==> src/asr_cfg.svh <==
// register map, field positions, reset values and counts for the serial rate and format block
// Function
// - bit rate is source over divider over sixteen
// - source is undivided or divided-by-eight clock
// - rx_on off then on clears receive buffer
// - mode off then uart mode clears transmit buffer
// - three uart mode encodings re-enter async operation
// - writing tx_on one restarts transmission after recovery
// - bit order applies to 8-bit characters only
// - order zero: start, D0..D7, parity, stop
// - order one: start, D7..D0, parity, stop
// - tx changes on falling, rx samples rising
// - buffer uses low 7/8/9 bits, rest undefined
// - serial output idles high from mode select
`ifndef ASR_CFG_SVH
`define ASR_CFG_SVH
`define ASR_OFS_MODE 8'h00
`define ASR_OFS_BAUD 8'h04
`define ASR_OFS_CTLA 8'h08
`define ASR_OFS_CTLB 8'h0C
`define ASR_OFS_TXB 8'h10
`define ASR_OFS_RXB 8'h14
`define ASR_OFS_STAT 8'h18
`define ASR_OFS_MASK 8'h1C
`define ASR_OFS_STATE 8'h20
`define ASR_SMD_OFF 3'h0
`define ASR_SMD_U7 3'h1
`define ASR_SMD_U8 3'h5
`define ASR_SMD_U9 3'h6
`define ASR_LEN7 4'h7
`define ASR_LEN8 4'h8
`define ASR_LEN9 4'h9
`define ASR_MODE_STOP2 3
`define ASR_MODE_PAR 4
`define ASR_MODE_ODD 5
`define ASR_CTLA_DIV8 0
`define ASR_CTLA_EDGE 1
`define ASR_CTLA_ORDER 2
`define ASR_CTLA_OD 3
`define ASR_CTLB_TX 0
`define ASR_CTLB_RX 1
`define ASR_ST_TXE 0
`define ASR_ST_TXD 1
`define ASR_ST_RXF 2
`define ASR_ST_OVR 3
`define ASR_ST_PER 4
`define ASR_ST_FER 5
`define ASR_ST_W 6
`define ASR_BAUD_RST 8'h00
`define ASR_PRE_LAST 3'h7
`define ASR_PH_LAST 4'hF
`define ASR_PH_MID 4'h7
`endif

==> src/asr_pkg.sv <==
// shared types and helper functions for the serial rate and format block
`include "asr_cfg.svh"
`default_nettype none
package asr_pkg;
	typedef struct packed {
		logic [3:0] nbits;
		logic par_on;
		logic par_odd;
		logic msb;
		logic stop2;
	} asr_fmt_t;

	typedef enum logic [4:0] {
		ASR_IDLE = 5'h01,
		ASR_START = 5'h02,
		ASR_DATA = 5'h04,
		ASR_PAR = 5'h08,
		ASR_STOP = 5'h10
	} asr_st_t;

	function automatic logic asr_is_uart(input logic [2:0] m);
		return (m == `ASR_SMD_U7) || (m == `ASR_SMD_U8) || (m == `ASR_SMD_U9);
	endfunction : asr_is_uart

	function automatic logic [3:0] asr_len(input logic [2:0] m);
		return (m == `ASR_SMD_U7) ? `ASR_LEN7 : (m == `ASR_SMD_U9) ? `ASR_LEN9 : `ASR_LEN8;
	endfunction : asr_len

	// position in the character of the n-th bit on the line
	function automatic logic [3:0] asr_idx(input asr_fmt_t f, input logic [3:0] n);
		return f.msb ? 4'(f.nbits - 4'h1 - n) : n;
	endfunction : asr_idx

	function automatic logic asr_par(input logic [8:0] d, input asr_fmt_t f);
		logic [8:0] m;
		m = (f.nbits == `ASR_LEN7) ? 9'h07F : (f.nbits == `ASR_LEN8) ? 9'h0FF : 9'h1FF;
		return (^(d & m)) ^ f.par_odd;
	endfunction : asr_par
endpackage : asr_pkg
`default_nettype wire

==> src/asr_top.sv <==
// serial rate and format block: wishbone registers, transmitter and receiver
//
// Decided for this implementation: the placing of the registers and the Wishbone interface to the registers.
`include "asr_cfg.svh"
`default_nettype none
module asr_top
	import asr_pkg::*;
(
	input wire logic clk_i,
	input wire logic rst_i,
	input wire logic [7:0] adr_i,
	input wire logic [31:0] dat_i,
	output logic [31:0] dat_o,
	input wire logic we_i,
	input wire logic [3:0] sel_i,
	input wire logic cyc_i,
	input wire logic stb_i,
	output logic ack_o,
	input wire logic serial_in_pin_i,
	output logic serial_out_pin_o,
	output logic serial_out_pin_oe_o,
	output logic irq_o
);
	// software-visible control
	logic [2:0] serial_mode_sel_q;
	logic stop_len_sel_q;
	logic parity_on_q;
	logic parity_odd_q;
	logic [7:0] baud_divider_q;
	logic div8_source_q;
	logic clk_edge_sel_q;
	logic bit_order_sel_q;
	logic open_drain_q;
	logic tx_on_q;
	logic rx_on_q;
	logic tx_block_q;
	logic [8:0] tx_buffer_q;
	logic tx_full_q;
	logic [8:0] rx_buffer_q;
	logic rx_full_q;

	// bus strobes
	logic req;
	logic wr;
	logic rd;
	logic wr_mode;
	logic wr_baud;
	logic wr_ctla;
	logic wr_ctlb;
	logic wr_txb;
	logic rd_rxb;
	logic [31:0] rd_d;

	// datapath state
	asr_fmt_t fmt;
	logic uart_on;
	logic tick16;
	logic tx_run;
	logic tx_load;
	logic tx_wrap;
	logic tx_done;
	asr_st_t tx_st_q;
	logic [3:0] tx_ph_q;
	logic [3:0] tx_n_q;
	logic tx_sc_q;
	logic [8:0] tx_sh_q;
	logic tx_bit_q;
	logic out_upd;
	logic rx_run;
	logic rx_smp;
	logic rx_done;
	asr_st_t rx_st_q;
	logic [3:0] rx_ph_q;
	logic [3:0] rx_n_q;
	logic rx_sc_q;
	logic [8:0] rx_sh_q;
	logic rx_perr_q;
	logic [`ASR_ST_W-1:0] ev;
	logic [`ASR_ST_W-1:0] stat;
	logic [`ASR_ST_W-1:0] mask;

	assign req = cyc_i & stb_i & ~ack_o;
	assign wr = req & we_i & sel_i[0];
	assign rd = req & ~we_i;

	// plain address compare; unmapped offsets still ack and read zero
	assign wr_mode = wr && (adr_i == `ASR_OFS_MODE);
	assign wr_baud = wr && (adr_i == `ASR_OFS_BAUD);
	assign wr_ctla = wr && (adr_i == `ASR_OFS_CTLA);
	assign wr_ctlb = wr && (adr_i == `ASR_OFS_CTLB);
	assign wr_txb = wr && (adr_i == `ASR_OFS_TXB);
	assign rd_rxb = rd && (adr_i == `ASR_OFS_RXB);

	always_ff @(posedge clk_i) begin
		if (rst_i) begin
			ack_o <= 1'b0;
		end else begin
			ack_o <= req;
		end
	end

	always_comb begin
		rd_d = 32'h0000_0000;
		if (adr_i == `ASR_OFS_MODE) begin
			rd_d = {26'h0, parity_odd_q, parity_on_q, stop_len_sel_q, serial_mode_sel_q};
		end else if (adr_i == `ASR_OFS_BAUD) begin
			rd_d = {24'h0, baud_divider_q};
		end else if (adr_i == `ASR_OFS_CTLA) begin
			rd_d = {28'h0, open_drain_q, bit_order_sel_q, clk_edge_sel_q, div8_source_q};
		end else if (adr_i == `ASR_OFS_CTLB) begin
			rd_d = {30'h0, rx_on_q, tx_on_q};
		end else if (adr_i == `ASR_OFS_TXB) begin
			rd_d = {23'h0, tx_buffer_q};
		end else if (adr_i == `ASR_OFS_RXB) begin
			rd_d = {23'h0, rx_buffer_q};
		end else if (adr_i == `ASR_OFS_STAT) begin
			rd_d = {26'h0, stat};
		end else if (adr_i == `ASR_OFS_MASK) begin
			rd_d = {26'h0, mask};
		end else if (adr_i == `ASR_OFS_STATE) begin
			rd_d = {27'h0, tx_block_q, rx_st_q != ASR_IDLE, rx_full_q, tx_full_q,
				tx_st_q != ASR_IDLE};
		end
	end

	always_ff @(posedge clk_i) begin
		if (rst_i) begin
			dat_o <= 32'h0000_0000;
		end else if (rd) begin
			dat_o <= rd_d;
		end
	end

	always_ff @(posedge clk_i) begin
		if (rst_i) begin
			serial_mode_sel_q <= `ASR_SMD_OFF;
			stop_len_sel_q <= 1'b0;
			parity_on_q <= 1'b0;
			parity_odd_q <= 1'b0;
		end else if (wr_mode) begin
			serial_mode_sel_q <= dat_i[2:0];
			stop_len_sel_q <= dat_i[`ASR_MODE_STOP2];
			parity_on_q <= dat_i[`ASR_MODE_PAR];
			parity_odd_q <= dat_i[`ASR_MODE_ODD];
		end
	end

	always_ff @(posedge clk_i) begin
		if (rst_i) begin
			baud_divider_q <= `ASR_BAUD_RST;
		end else if (wr_baud) begin
			baud_divider_q <= dat_i[7:0];
		end
	end

	always_ff @(posedge clk_i) begin
		if (rst_i) begin
			div8_source_q <= 1'b0;
			clk_edge_sel_q <= 1'b0;
			bit_order_sel_q <= 1'b0;
			open_drain_q <= 1'b0;
		end else if (wr_ctla) begin
			div8_source_q <= dat_i[`ASR_CTLA_DIV8];
			clk_edge_sel_q <= dat_i[`ASR_CTLA_EDGE];
			bit_order_sel_q <= dat_i[`ASR_CTLA_ORDER];
			open_drain_q <= dat_i[`ASR_CTLA_OD];
		end
	end

	always_ff @(posedge clk_i) begin
		if (rst_i) begin
			tx_on_q <= 1'b0;
			rx_on_q <= 1'b0;
		end else if (wr_ctlb) begin
			tx_on_q <= dat_i[`ASR_CTLB_TX];
			rx_on_q <= dat_i[`ASR_CTLB_RX];
		end
	end

	// disabling the mode parks the transmitter until tx_on is written with one
	always_ff @(posedge clk_i) begin
		if (rst_i) begin
			tx_block_q <= 1'b0;
		end else if (wr_mode && dat_i[2:0] == `ASR_SMD_OFF) begin
			tx_block_q <= 1'b1;
		end else if (wr_ctlb && dat_i[`ASR_CTLB_TX]) begin
			tx_block_q <= 1'b0;
		end
	end

	assign uart_on = asr_is_uart(serial_mode_sel_q);

	assign fmt.nbits = asr_len(serial_mode_sel_q);
	assign fmt.par_on = parity_on_q;
	assign fmt.par_odd = parity_odd_q;
	assign fmt.msb = bit_order_sel_q && (fmt.nbits == `ASR_LEN8);
	assign fmt.stop2 = stop_len_sel_q;

	asr_baud u_baud (
		.clk_i(clk_i),
		.rst_i(rst_i),
		.run_i(uart_on),
		.div8_i(div8_source_q),
		.div_i(baud_divider_q),
		.tick16_o(tick16)
	);

	always_ff @(posedge clk_i) begin
		if (rst_i) begin
			tx_buffer_q <= 9'h000;
		end else if (wr_txb) begin
			tx_buffer_q <= {dat_i[8] & sel_i[1], dat_i[7:0]};
		end
	end

	// a buffer write in the load cycle is kept: set wins over the load
	always_ff @(posedge clk_i) begin
		if (rst_i) begin
			tx_full_q <= 1'b0;
		end else if (!uart_on) begin
			tx_full_q <= 1'b0;
		end else if (wr_txb) begin
			tx_full_q <= 1'b1;
		end else if (tx_load) begin
			tx_full_q <= 1'b0;
		end
	end

	assign tx_run = tx_on_q & ~tx_block_q & uart_on;
	assign tx_load = (tx_st_q == ASR_IDLE) && tx_full_q && tx_run && tick16;
	assign tx_wrap = tick16 && (tx_ph_q == `ASR_PH_LAST);
	assign tx_done = tx_wrap && (tx_st_q == ASR_STOP) && !(fmt.stop2 && !tx_sc_q);

	// a frame under way finishes even if tx_on drops
	always_ff @(posedge clk_i) begin
		if (rst_i || !uart_on) begin
			tx_st_q <= ASR_IDLE;
			tx_ph_q <= 4'h0;
			tx_n_q <= 4'h0;
			tx_sc_q <= 1'b0;
			tx_sh_q <= 9'h000;
			tx_bit_q <= 1'b1;
		end else if (tx_load) begin
			tx_st_q <= ASR_START;
			tx_ph_q <= 4'h0;
			tx_sh_q <= tx_buffer_q;
			tx_bit_q <= 1'b0;
		end else if (tick16 && tx_st_q != ASR_IDLE) begin
			tx_ph_q <= 4'(tx_ph_q + 4'h1);
			if (tx_ph_q == `ASR_PH_LAST) begin
				case (tx_st_q)
					ASR_START: begin
						tx_st_q <= ASR_DATA;
						tx_n_q <= 4'h0;
						tx_bit_q <= tx_sh_q[asr_idx(fmt, 4'h0)];
					end
					ASR_DATA: begin
						if (tx_n_q == 4'(fmt.nbits - 4'h1)) begin
							if (fmt.par_on) begin
								tx_st_q <= ASR_PAR;
								tx_bit_q <= asr_par(tx_sh_q, fmt);
							end else begin
								tx_st_q <= ASR_STOP;
								tx_sc_q <= 1'b0;
								tx_bit_q <= 1'b1;
							end
						end else begin
							tx_n_q <= 4'(tx_n_q + 4'h1);
							tx_bit_q <= tx_sh_q[asr_idx(fmt, 4'(tx_n_q + 4'h1))];
						end
					end
					ASR_PAR: begin
						tx_st_q <= ASR_STOP;
						tx_sc_q <= 1'b0;
						tx_bit_q <= 1'b1;
					end
					ASR_STOP: begin
						if (fmt.stop2 && !tx_sc_q) begin
							tx_sc_q <= 1'b1;
						end else begin
							tx_st_q <= ASR_IDLE;
						end
					end
					default: begin
						tx_st_q <= ASR_IDLE;
					end
				endcase
			end
		end
	end

	// edge 0: line follows the bit boundary; edge 1: launch half a bit later
	assign out_upd = !clk_edge_sel_q || (tx_st_q == ASR_IDLE) ||
		(tick16 && tx_ph_q == `ASR_PH_MID);

	always_ff @(posedge clk_i) begin
		if (rst_i) begin
			serial_out_pin_o <= 1'b1;
			serial_out_pin_oe_o <= 1'b1;
		end else if (out_upd) begin
			serial_out_pin_o <= tx_bit_q;
			serial_out_pin_oe_o <= open_drain_q ? !tx_bit_q : 1'b1;
		end else begin
			serial_out_pin_oe_o <= open_drain_q ? !serial_out_pin_o : 1'b1;
		end
	end

	assign rx_run = rx_on_q & uart_on;
	assign rx_smp = tick16 && (rx_ph_q == `ASR_PH_MID);
	assign rx_done = rx_smp && (rx_st_q == ASR_STOP) &&
		!(fmt.stop2 && !rx_sc_q && serial_in_pin_i);

	// dropping rx_on abandons the frame; mid-bit sampling of sixteen ticks
	always_ff @(posedge clk_i) begin
		if (rst_i || !rx_run) begin
			rx_st_q <= ASR_IDLE;
			rx_ph_q <= 4'h0;
			rx_n_q <= 4'h0;
			rx_sc_q <= 1'b0;
			rx_sh_q <= 9'h000;
			rx_perr_q <= 1'b0;
		end else if (rx_st_q == ASR_IDLE) begin
			if (tick16 && !serial_in_pin_i) begin
				rx_st_q <= ASR_START;
				rx_ph_q <= 4'h0;
			end
		end else if (tick16) begin
			rx_ph_q <= 4'(rx_ph_q + 4'h1);
			if (rx_ph_q == `ASR_PH_MID) begin
				case (rx_st_q)
					ASR_START: begin
						if (serial_in_pin_i) begin
							rx_st_q <= ASR_IDLE;
						end else begin
							rx_st_q <= ASR_DATA;
							rx_n_q <= 4'h0;
							rx_perr_q <= 1'b0;
						end
					end
					ASR_DATA: begin
						rx_sh_q[asr_idx(fmt, rx_n_q)] <= serial_in_pin_i;
						if (rx_n_q == 4'(fmt.nbits - 4'h1)) begin
							rx_st_q <= fmt.par_on ? ASR_PAR : ASR_STOP;
							rx_sc_q <= 1'b0;
						end else begin
							rx_n_q <= 4'(rx_n_q + 4'h1);
						end
					end
					ASR_PAR: begin
						rx_perr_q <= serial_in_pin_i ^ asr_par(rx_sh_q, fmt);
						rx_st_q <= ASR_STOP;
						rx_sc_q <= 1'b0;
					end
					ASR_STOP: begin
						if (fmt.stop2 && !rx_sc_q && serial_in_pin_i) begin
							rx_sc_q <= 1'b1;
						end else begin
							rx_st_q <= ASR_IDLE;
						end
					end
					default: begin
						rx_st_q <= ASR_IDLE;
					end
				endcase
			end
		end
	end

	// bits above the character length carry leftovers, not zeros
	always_ff @(posedge clk_i) begin
		if (rst_i) begin
			rx_buffer_q <= 9'h000;
		end else if (!rx_on_q) begin
			rx_buffer_q <= 9'h000;
		end else if (rx_done) begin
			rx_buffer_q <= rx_sh_q;
		end
	end

	always_ff @(posedge clk_i) begin
		if (rst_i) begin
			rx_full_q <= 1'b0;
		end else if (rx_done) begin
			rx_full_q <= 1'b1;
		end else if (!rx_on_q || rd_rxb) begin
			rx_full_q <= 1'b0;
		end
	end

	assign ev[`ASR_ST_TXE] = tx_load;
	assign ev[`ASR_ST_TXD] = tx_done;
	assign ev[`ASR_ST_RXF] = rx_done;
	assign ev[`ASR_ST_OVR] = rx_done && rx_full_q && !rd_rxb;
	assign ev[`ASR_ST_PER] = rx_done && fmt.par_on && rx_perr_q;
	assign ev[`ASR_ST_FER] = rx_done && !serial_in_pin_i;

	asr_irq u_irq (
		.clk_i(clk_i),
		.rst_i(rst_i),
		.ev_i(ev),
		.clr_we_i(wr && (adr_i == `ASR_OFS_STAT)),
		.mask_we_i(wr && (adr_i == `ASR_OFS_MASK)),
		.wdat_i(dat_i[`ASR_ST_W-1:0]),
		.stat_o(stat),
		.mask_o(mask),
		.irq_o(irq_o)
	);
endmodule : asr_top
`default_nettype wire

==> src/asr_baud.sv <==
// baud tick generator: count source select and programmable divider
`include "asr_cfg.svh"
`default_nettype none
module asr_baud
	import asr_pkg::*;
(
	input wire logic clk_i,
	input wire logic rst_i,
	input wire logic run_i,
	input wire logic div8_i,
	input wire logic [7:0] div_i,
	output logic tick16_o
);
	logic [2:0] pre_q;
	logic [7:0] cnt_q;
	logic src_en;

	// prescaler runs free so the divide-by-eight source needs no restart
	always_ff @(posedge clk_i) begin
		if (rst_i) begin
			pre_q <= 3'h0;
		end else begin
			pre_q <= 3'(pre_q + 3'h1);
		end
	end

	assign src_en = div8_i ? (pre_q == `ASR_PRE_LAST) : 1'b1;

	always_ff @(posedge clk_i) begin
		if (rst_i || !run_i) begin
			cnt_q <= `ASR_BAUD_RST;
			tick16_o <= 1'b0;
		end else if (src_en && cnt_q == 8'h00) begin
			cnt_q <= div_i;
			tick16_o <= 1'b1;
		end else begin
			cnt_q <= src_en ? 8'(cnt_q - 8'h01) : cnt_q;
			tick16_o <= 1'b0;
		end
	end
endmodule : asr_baud
`default_nettype wire

==> src/asr_irq.sv <==
// sticky event status, mask and level interrupt
`include "asr_cfg.svh"
`default_nettype none
module asr_irq
	import asr_pkg::*;
(
	input wire logic clk_i,
	input wire logic rst_i,
	input wire logic [`ASR_ST_W-1:0] ev_i,
	input wire logic clr_we_i,
	input wire logic mask_we_i,
	input wire logic [`ASR_ST_W-1:0] wdat_i,
	output logic [`ASR_ST_W-1:0] stat_o,
	output logic [`ASR_ST_W-1:0] mask_o,
	output logic irq_o
);
	logic [`ASR_ST_W-1:0] stat_d;

	// an event in the clearing cycle survives: set wins
	always_comb begin
		stat_d = stat_o;
		if (clr_we_i) begin
			stat_d = stat_d & ~wdat_i;
		end
		stat_d = stat_d | ev_i;
	end

	always_ff @(posedge clk_i) begin
		if (rst_i) begin
			stat_o <= '0;
		end else begin
			stat_o <= stat_d;
		end
	end

	always_ff @(posedge clk_i) begin
		if (rst_i) begin
			mask_o <= '0;
		end else if (mask_we_i) begin
			mask_o <= wdat_i;
		end
	end

	always_ff @(posedge clk_i) begin
		if (rst_i) begin
			irq_o <= 1'b0;
		end else begin
			irq_o <= |(stat_d & (mask_we_i ? wdat_i : mask_o));
		end
	end
endmodule : asr_irq
`default_nettype wire

==> config.mk <==
export PLATFORM = sky130hd
export DESIGN_NAME = asr_top
export DESIGN_NICKNAME = d
export VERILOG_FILES = /design/src/asr_pkg.sv /design/src/asr_top.sv /design/src/asr_baud.sv /design/src/asr_irq.sv
export VERILOG_INCLUDE_DIRS = /design/src
export SDC_FILE = /design/constraint.sdc
export NUM_CORES = 1
export LEC_CHECK = 0
export BUFFER_PORTS_ARGS = -buffer_cell sky130_fd_sc_hd__buf_2
export CORE_MARGIN = 3
export CORE_UTILIZATION = 59
export DETAILED_ROUTE_END_ITERATION = 7
export PLACE_DENSITY = 0.92
export SETUP_SLACK_MARGIN = 0.2
export SLEW_MARGIN = 15
export SYNTH_ARGS = -nofsm -noshare
export SYNTH_HDL_FRONTEND = slang
export SYNTH_SLANG_ARGS = --single-unit
==> constraint.sdc <==
create_clock -name clk_i -period 3.4 [get_ports clk_i]
set_input_delay 0.51 -clock clk_i [delete_from_list [all_inputs] [get_ports clk_i]]
set_output_delay 0.51 -clock clk_i [all_outputs]
set_load 0.02 [all_outputs]
Word level (Yosys, flattened, before mapping)
Cells that the tools add are included.
Operators by class
  add/sub/neg operators: 9
  bitwise operators: 25
  order comparisons: 4
  eq/ne operators: 45
  muxes and demuxes: 76
  reduce and logical (&&, ||, !) cells: 86
Operator list (number)
  9-bit two-way mux: 8
  5-bit two-way mux: 10
  4-bit two-way mux: 10
  5-bit one-hot mux with 4 select lines: 2
  1-bit logical AND: 33
  8-bit by 5-bit equality test with 1-bit output (second input constant): 4
  1-bit two-way mux: 26
  6-bit two-way mux: 4
  2-bit nonzero test: 11
  9-bit bitwise AND: 2
  9-bit parity: 2
  4-bit by 1-bit adder with 4-bit output (second input constant): 4
  8-bit by 4-bit equality test with 1-bit output (second input constant): 2
  8-bit zero test: 2
  8-bit two-way mux: 2
  4-bit one-hot mux with 2 select lines: 2
  4-bit by 5-bit < comparator with 1-bit output (second input constant): 3
  5-bit AND reduction: 3
  2-bit != test (second input constant): 7
  6-bit bitwise AND: 2
  4-bit by 3-bit equality test with 1-bit output (second input constant): 3
  1-bit zero test: 12
  4-bit AND reduction: 3
  6-bit AND reduction: 2
  41 further kinds: 86
Word-level totals
  word-level logic and storage cells: 284
  bits of input ports: 50
  register bits after elaboration: 149
  output and inout port bits: 36

Logic depth before layout (Yosys ltp)
  word-level depth: 15
  depth in mapped cells: 12
  depth with buffers taken out: 11

By module
From an unflattened synthesis, not the netlist that was laid out.
Unflattened totals
  cell total of the unflattened synthesis: 824
  area total of the unflattened synthesis: 6892.9 um^2
By module, submodules not included
  asr_top: times used 1, cells an instance 705, area an instance 5811.8 um^2
  asr_baud: times used 1, cells an instance 69, area an instance 609.3 um^2
  asr_irq: times used 1, cells an instance 50, area an instance 471.7 um^2

Worst setup path before layout
Ideal clock, no wire load.
  path kind: register to register
  start point: register serial_mode_sel_q[2]
  end point: register tx_bit_q
  clock period less this slack: 2.703 ns
  setup time: 0.069 ns
  arrival time: 2.634 ns
  path slack: 0.697 ns
  cell stages (with the launch flop): 13
  path buffers: 2
  cell sequence: dfxtp_1 > buf_2 > buf_2 > o21ai_0 > ha_1 > fa_1 > nand2_1 > a21oi_1 > nor3_1 > a31oi_1 > a32o_1 > o2111a_1 > o21ai_1
On the way
  cells in the longest elaborated chain, start to end: 15
  elaborated cells between the ends (all ways): 39
  classes of those cells: 2 x add/sub; 6 x eq/ne; 16 x mux; 3 x bitwise; 12 x reduce/logical
Ends and longest elaborated chain
  from (decl): RTL line asr_top.sv:25  | logic [2:0] serial_mode_sel_q;
  from (signal assigned): RTL line asr_top.sv:136  | serial_mode_sel_q <= `ASR_SMD_OFF;
  from (signal assigned): RTL line asr_top.sv:141  | serial_mode_sel_q <= dat_i[2:0];
  branches (longest 15 deep; another with 4-bit by 1-bit subtractor with 4-bit output)
  to (signal assigned): RTL line asr_top.sv:255  | tx_bit_q <= tx_sh_q[asr_idx(fmt, 4'h0)];
  to (signal assigned): RTL line asr_top.sv:261  | tx_bit_q <= asr_par(tx_sh_q, fmt);
  to (signal assigned): RTL line asr_top.sv:269  | tx_bit_q <= tx_sh_q[asr_idx(fmt, 4'(tx_n_q + 4'h1))];
  to (decl): RTL line asr_top.sv:67  | logic tx_bit_q;
Several ways; the timed one is not identified. The select of a mux whose other input is x is not followed.
A chain may end at the register's enable or synchronous reset.

Final worst setup path
  start point: register serial_mode_sel_q[0]
  end point: register tx_bit_q
The elaborated chain is that of the path after synthesis.

==> flow_summary.ini <==
[status]
result_of_the_run = finished clean

[cts]
cts-htree-levels = 4
cts_tree = built
ctsRootBufferMaster = clkbuf_16
worstSkewPairLatency_ns = 0.43
clock_sinks = 126
cts.path.max_buffers = 2
cts_hold_repair.buffers = 0
post_cts.repair.setup_buffers = 0
clk_transition_reported_paths_ns = 0.06
cts_made_buffers = 17

[detailed_routing]
detail_route.iter0.violations = 827
drt_wl_total_um = 19740
drt-wirelength-per-cell_um = 18.80
route.detailed.vias_per_inst = 6.454
antenna_left = 0
drt_pre_antenna_iters = 6
via_count = 6777
drc_errors = 0

[timing]
grt_setup_unrepaired = false
max_slew.worst_pin.slew_ns = 0.8651
holdWs_ns = 0.3445
slew_viol_final = 0
hold_viol_final = 0
report.final.setup_viol = 0
max_slew_margin_pct = 41.51
setup_ws_ns = 0.4107
clock.fmax_ghz = 0.3345
min_period_over_period_pct = 87.92
setup_total_negative_slack_ns = 0
finalCriticalPeriod_ns = 2.989
skew_ns = 0.01593

[yosys]
most_frequently_used_cell_type_in_the_post_synthesis_netlist = nor2_1
yosysSeqAreaShare_pct = 35.65
ys_async_sr_fraction_pct = 0
dominant_cell_type_by_area_after_synthesis = dfxtp_1
ys_top_cells_by_count = nor2_1, dfxtp_1, nand2_1, a21oi_1, mux2i_1
synth-main-ff-cell = dfxtp_1
most_area_consuming_cells_after_synthesis = dfxtp_1, mux2i_1, nor2_1, a21oi_1, nand2_1
ys_types = 78
synth_seq_cells = 126
syn_inst = 868
post-synth-top-area-fraction_pct = 35.65
synth_warnings = 0
synth.avg_cell_area_sq_um = 8.152
synth_enable_flop_cells = 0
netlist_area_sq_um = 7076

[critical_path]
library_cell_contributing_the_largest_single_delay_on_the_critical_path = dfxtp_1
timing.critical_path.cells = nand3b_4 -> o21ai_0 -> ha_1 -> fa_1 -> nand2_1 -> o32ai_1 -> nor3_2 -> a311o_1 -> nand4_1 -> o2111a_1 -> o21ai_1
rr_worst_depth = 11
setup.worst_path.start_class = flip-flop
critical_path_peak_fanout = 13
critPathKind = flip-flop to flip-flop
worst_r2r_startpoint = serial_mode_sel_q[0]
regToRegSetupSlack_ns = 0.41
worstPathRequired_ns = 3.72
crit_arrival_ns = 3.31
end_kind = flip-flop
r2r_end = tx_bit_q
maximum_cell_stage_delay_along_the_critical_path_ns = 0.58

[power_and_ir_drop]
power.leakage_nw = 2.855
share_clk_of_total_power_pct = 53.1
power.switching_fraction_pct = 24.22
power.switching_w = 0.0008408
internal-power_w = 0.002631
report.power.total_w = 0.003472
ir_worst_vdd_v = 0.0003283
sequentialPowerShare_pct = 42.8
power_per_cell_area_nw_per_um2 = 440.4
share_comb_of_total_power_pct = 4.0

[hold_path]
hold_path_class = input pin to flip-flop
whs_endpoint = tx_buffer_q[8]
whs_path_depth = 3
min_from = sel_i[1]

[placement]
dp_cells = 1018
dpl.hpwl_um = 13120
port_buffers = 37
placement.setup.worst_slack_ns = 0.3981
gp_congestion = 0.9707

[floorplan]
dieWidth_um = 115.5
fp.coreArea_sq_um = 11560
fp.dieH_um = 115.5
i_o_pin_count = 86
starting_density_pct = 61.18
placementRows = 39
full_die_area_sq_um = 13340

[job]
maxCapViolations = 0

[grt]
grt_start_max_net_pins = 64
gr-usage-all-layers_pct = 30.10
via_count_of_the_first_global_routing_pass = 6232
antenna_found_initial = 0
wire_length_of_the_first_global_routing_pass_um = 31580
overflow = 0

[final_layout]
diodes = 0
final_layout_size_suffix_gt1_share_pct = 12.90
final_cell_count_no_fill = 1050
finish.net_count = 959
areaGrowthSynthToFinish_pct = 11.41
## area by class of cell
class | count | area (sq um)
Multi-Input combinational cell | 680 | 4234
Fill cell | 836 | 3682
Sequential cell | 126 | 2522
Clock buffer | 18 | 439.2
Timing Repair Buffer | 49 | 275.3
Tap cell | 143 | 178.9
Clock inverter | 14 | 157.7
Inverter | 20 | 75.07
## through the flow
step / cell area, sq um / util, %
global route: 7883 / 68.16
floorplan: 7158 / -
CTS: 7871 / 68.06
global placement: 7274 / 62.90
detailed placement: 7274 / 62.90
finish: 7883 / 68.16
## repair_timing
action / in CTS / in global routing
setup endpoints to repair: 0 / 2
endpoints found under the hold margin: 0 / 0
resized for setup: 0 / 2
## worst max path at each step
stage | depth (start not counted) | end | startpoint | slack, ns
floorplan | 12 | tx_bit_q | serial_mode_sel_q[2] | 0.70
global placement | 11 | tx_bit_q | serial_mode_sel_q[0] | 0.48
detailed placement | 11 | tx_bit_q | serial_mode_sel_q[0] | 0.40
CTS | 11 | tx_bit_q | serial_mode_sel_q[0] | 0.38
global route | 11 | tx_bit_q | serial_mode_sel_q[0] | 0.20
finish | 11 | tx_bit_q | serial_mode_sel_q[0] | 0.41
## metal layers
| metal | routed length (um) | global-route usage [%] |
|---|---|---|
| met1 | 7564 | 38.08 |
| met2 | 9133 | 47.76 |
| met3 | 2129 | 8.930 |
| met4 | 909 | 13.30 |
| met5 | 0 | 0 |
## critical path: cells and delay by family, from the launching register on
kind | cells | cell delay [ns]
AOI/OAI and AO/OA | 5 | 1.01
and+or+nand+nor | 4 | 0.54
adders and majority gates | 2 | 0.74
DFF | 1 | 0.58
## state kept, by name (all words and copies together), names as in the netlist, 3 cells and up
signal and count:
serial_mode_sel_q 3, dat_o 9, rx_ph_q 4, tx_buffer_q 9, tx_st_q 5, u_baud.pre_q 3
rx_n_q 4, baud_divider_q 8, tx_n_q 4, u_irq.mask_o 6, u_irq.stat_o 6, rx_buffer_q 9
tx_sh_q 9, u_baud.cnt_q 8, rx_st_q 5, tx_ph_q 4, rx_sh_q 9
## cells in the final DEF (no fill, tap or decap), types with 19 or more instances in the layout
master,n
nor2_1,133
a21oi_1,60
inv_1,19
xnor2_1,22
nand2_1,71
buf_2,37
nand3_1,32
dfxtp_1,126
conb_1,23
mux2i_1,55
o21ai_0,36
nor3_1,22
## power by group through the flow
stage	sequential, W	combinational [W]	clock [W]
floorplan	0.00152	0.000107	0
global placement	0.00152	0.000131	0
detailed placement	0.00152	0.000134	0
CTS	0.00149	0.000135	0.00185
global route	0.00149	0.000150	0.00191
finish	0.00149	0.000141	0.00184
## kinds of logic (layout without fill, tap and decap cells)
group / Yosys count / after routing / synth area share, %
other: 1 / 23 / 0.05300
multiplexers: 60 / 60 / 8.576
AND/OR/NAND/NOR: 361 / 361 / 25.64
adder cells (fa/ha/maj): 15 / 15 / 2.865
buffers and inverters: 84 / 101 / 5.906
AO/OA/AOI/OAI: 191 / 191 / 17.60
flip-flops: 126 / 126 / 35.65
XOR/XNOR: 30 / 30 / 3.713
(Power assumes the default switching activity.)
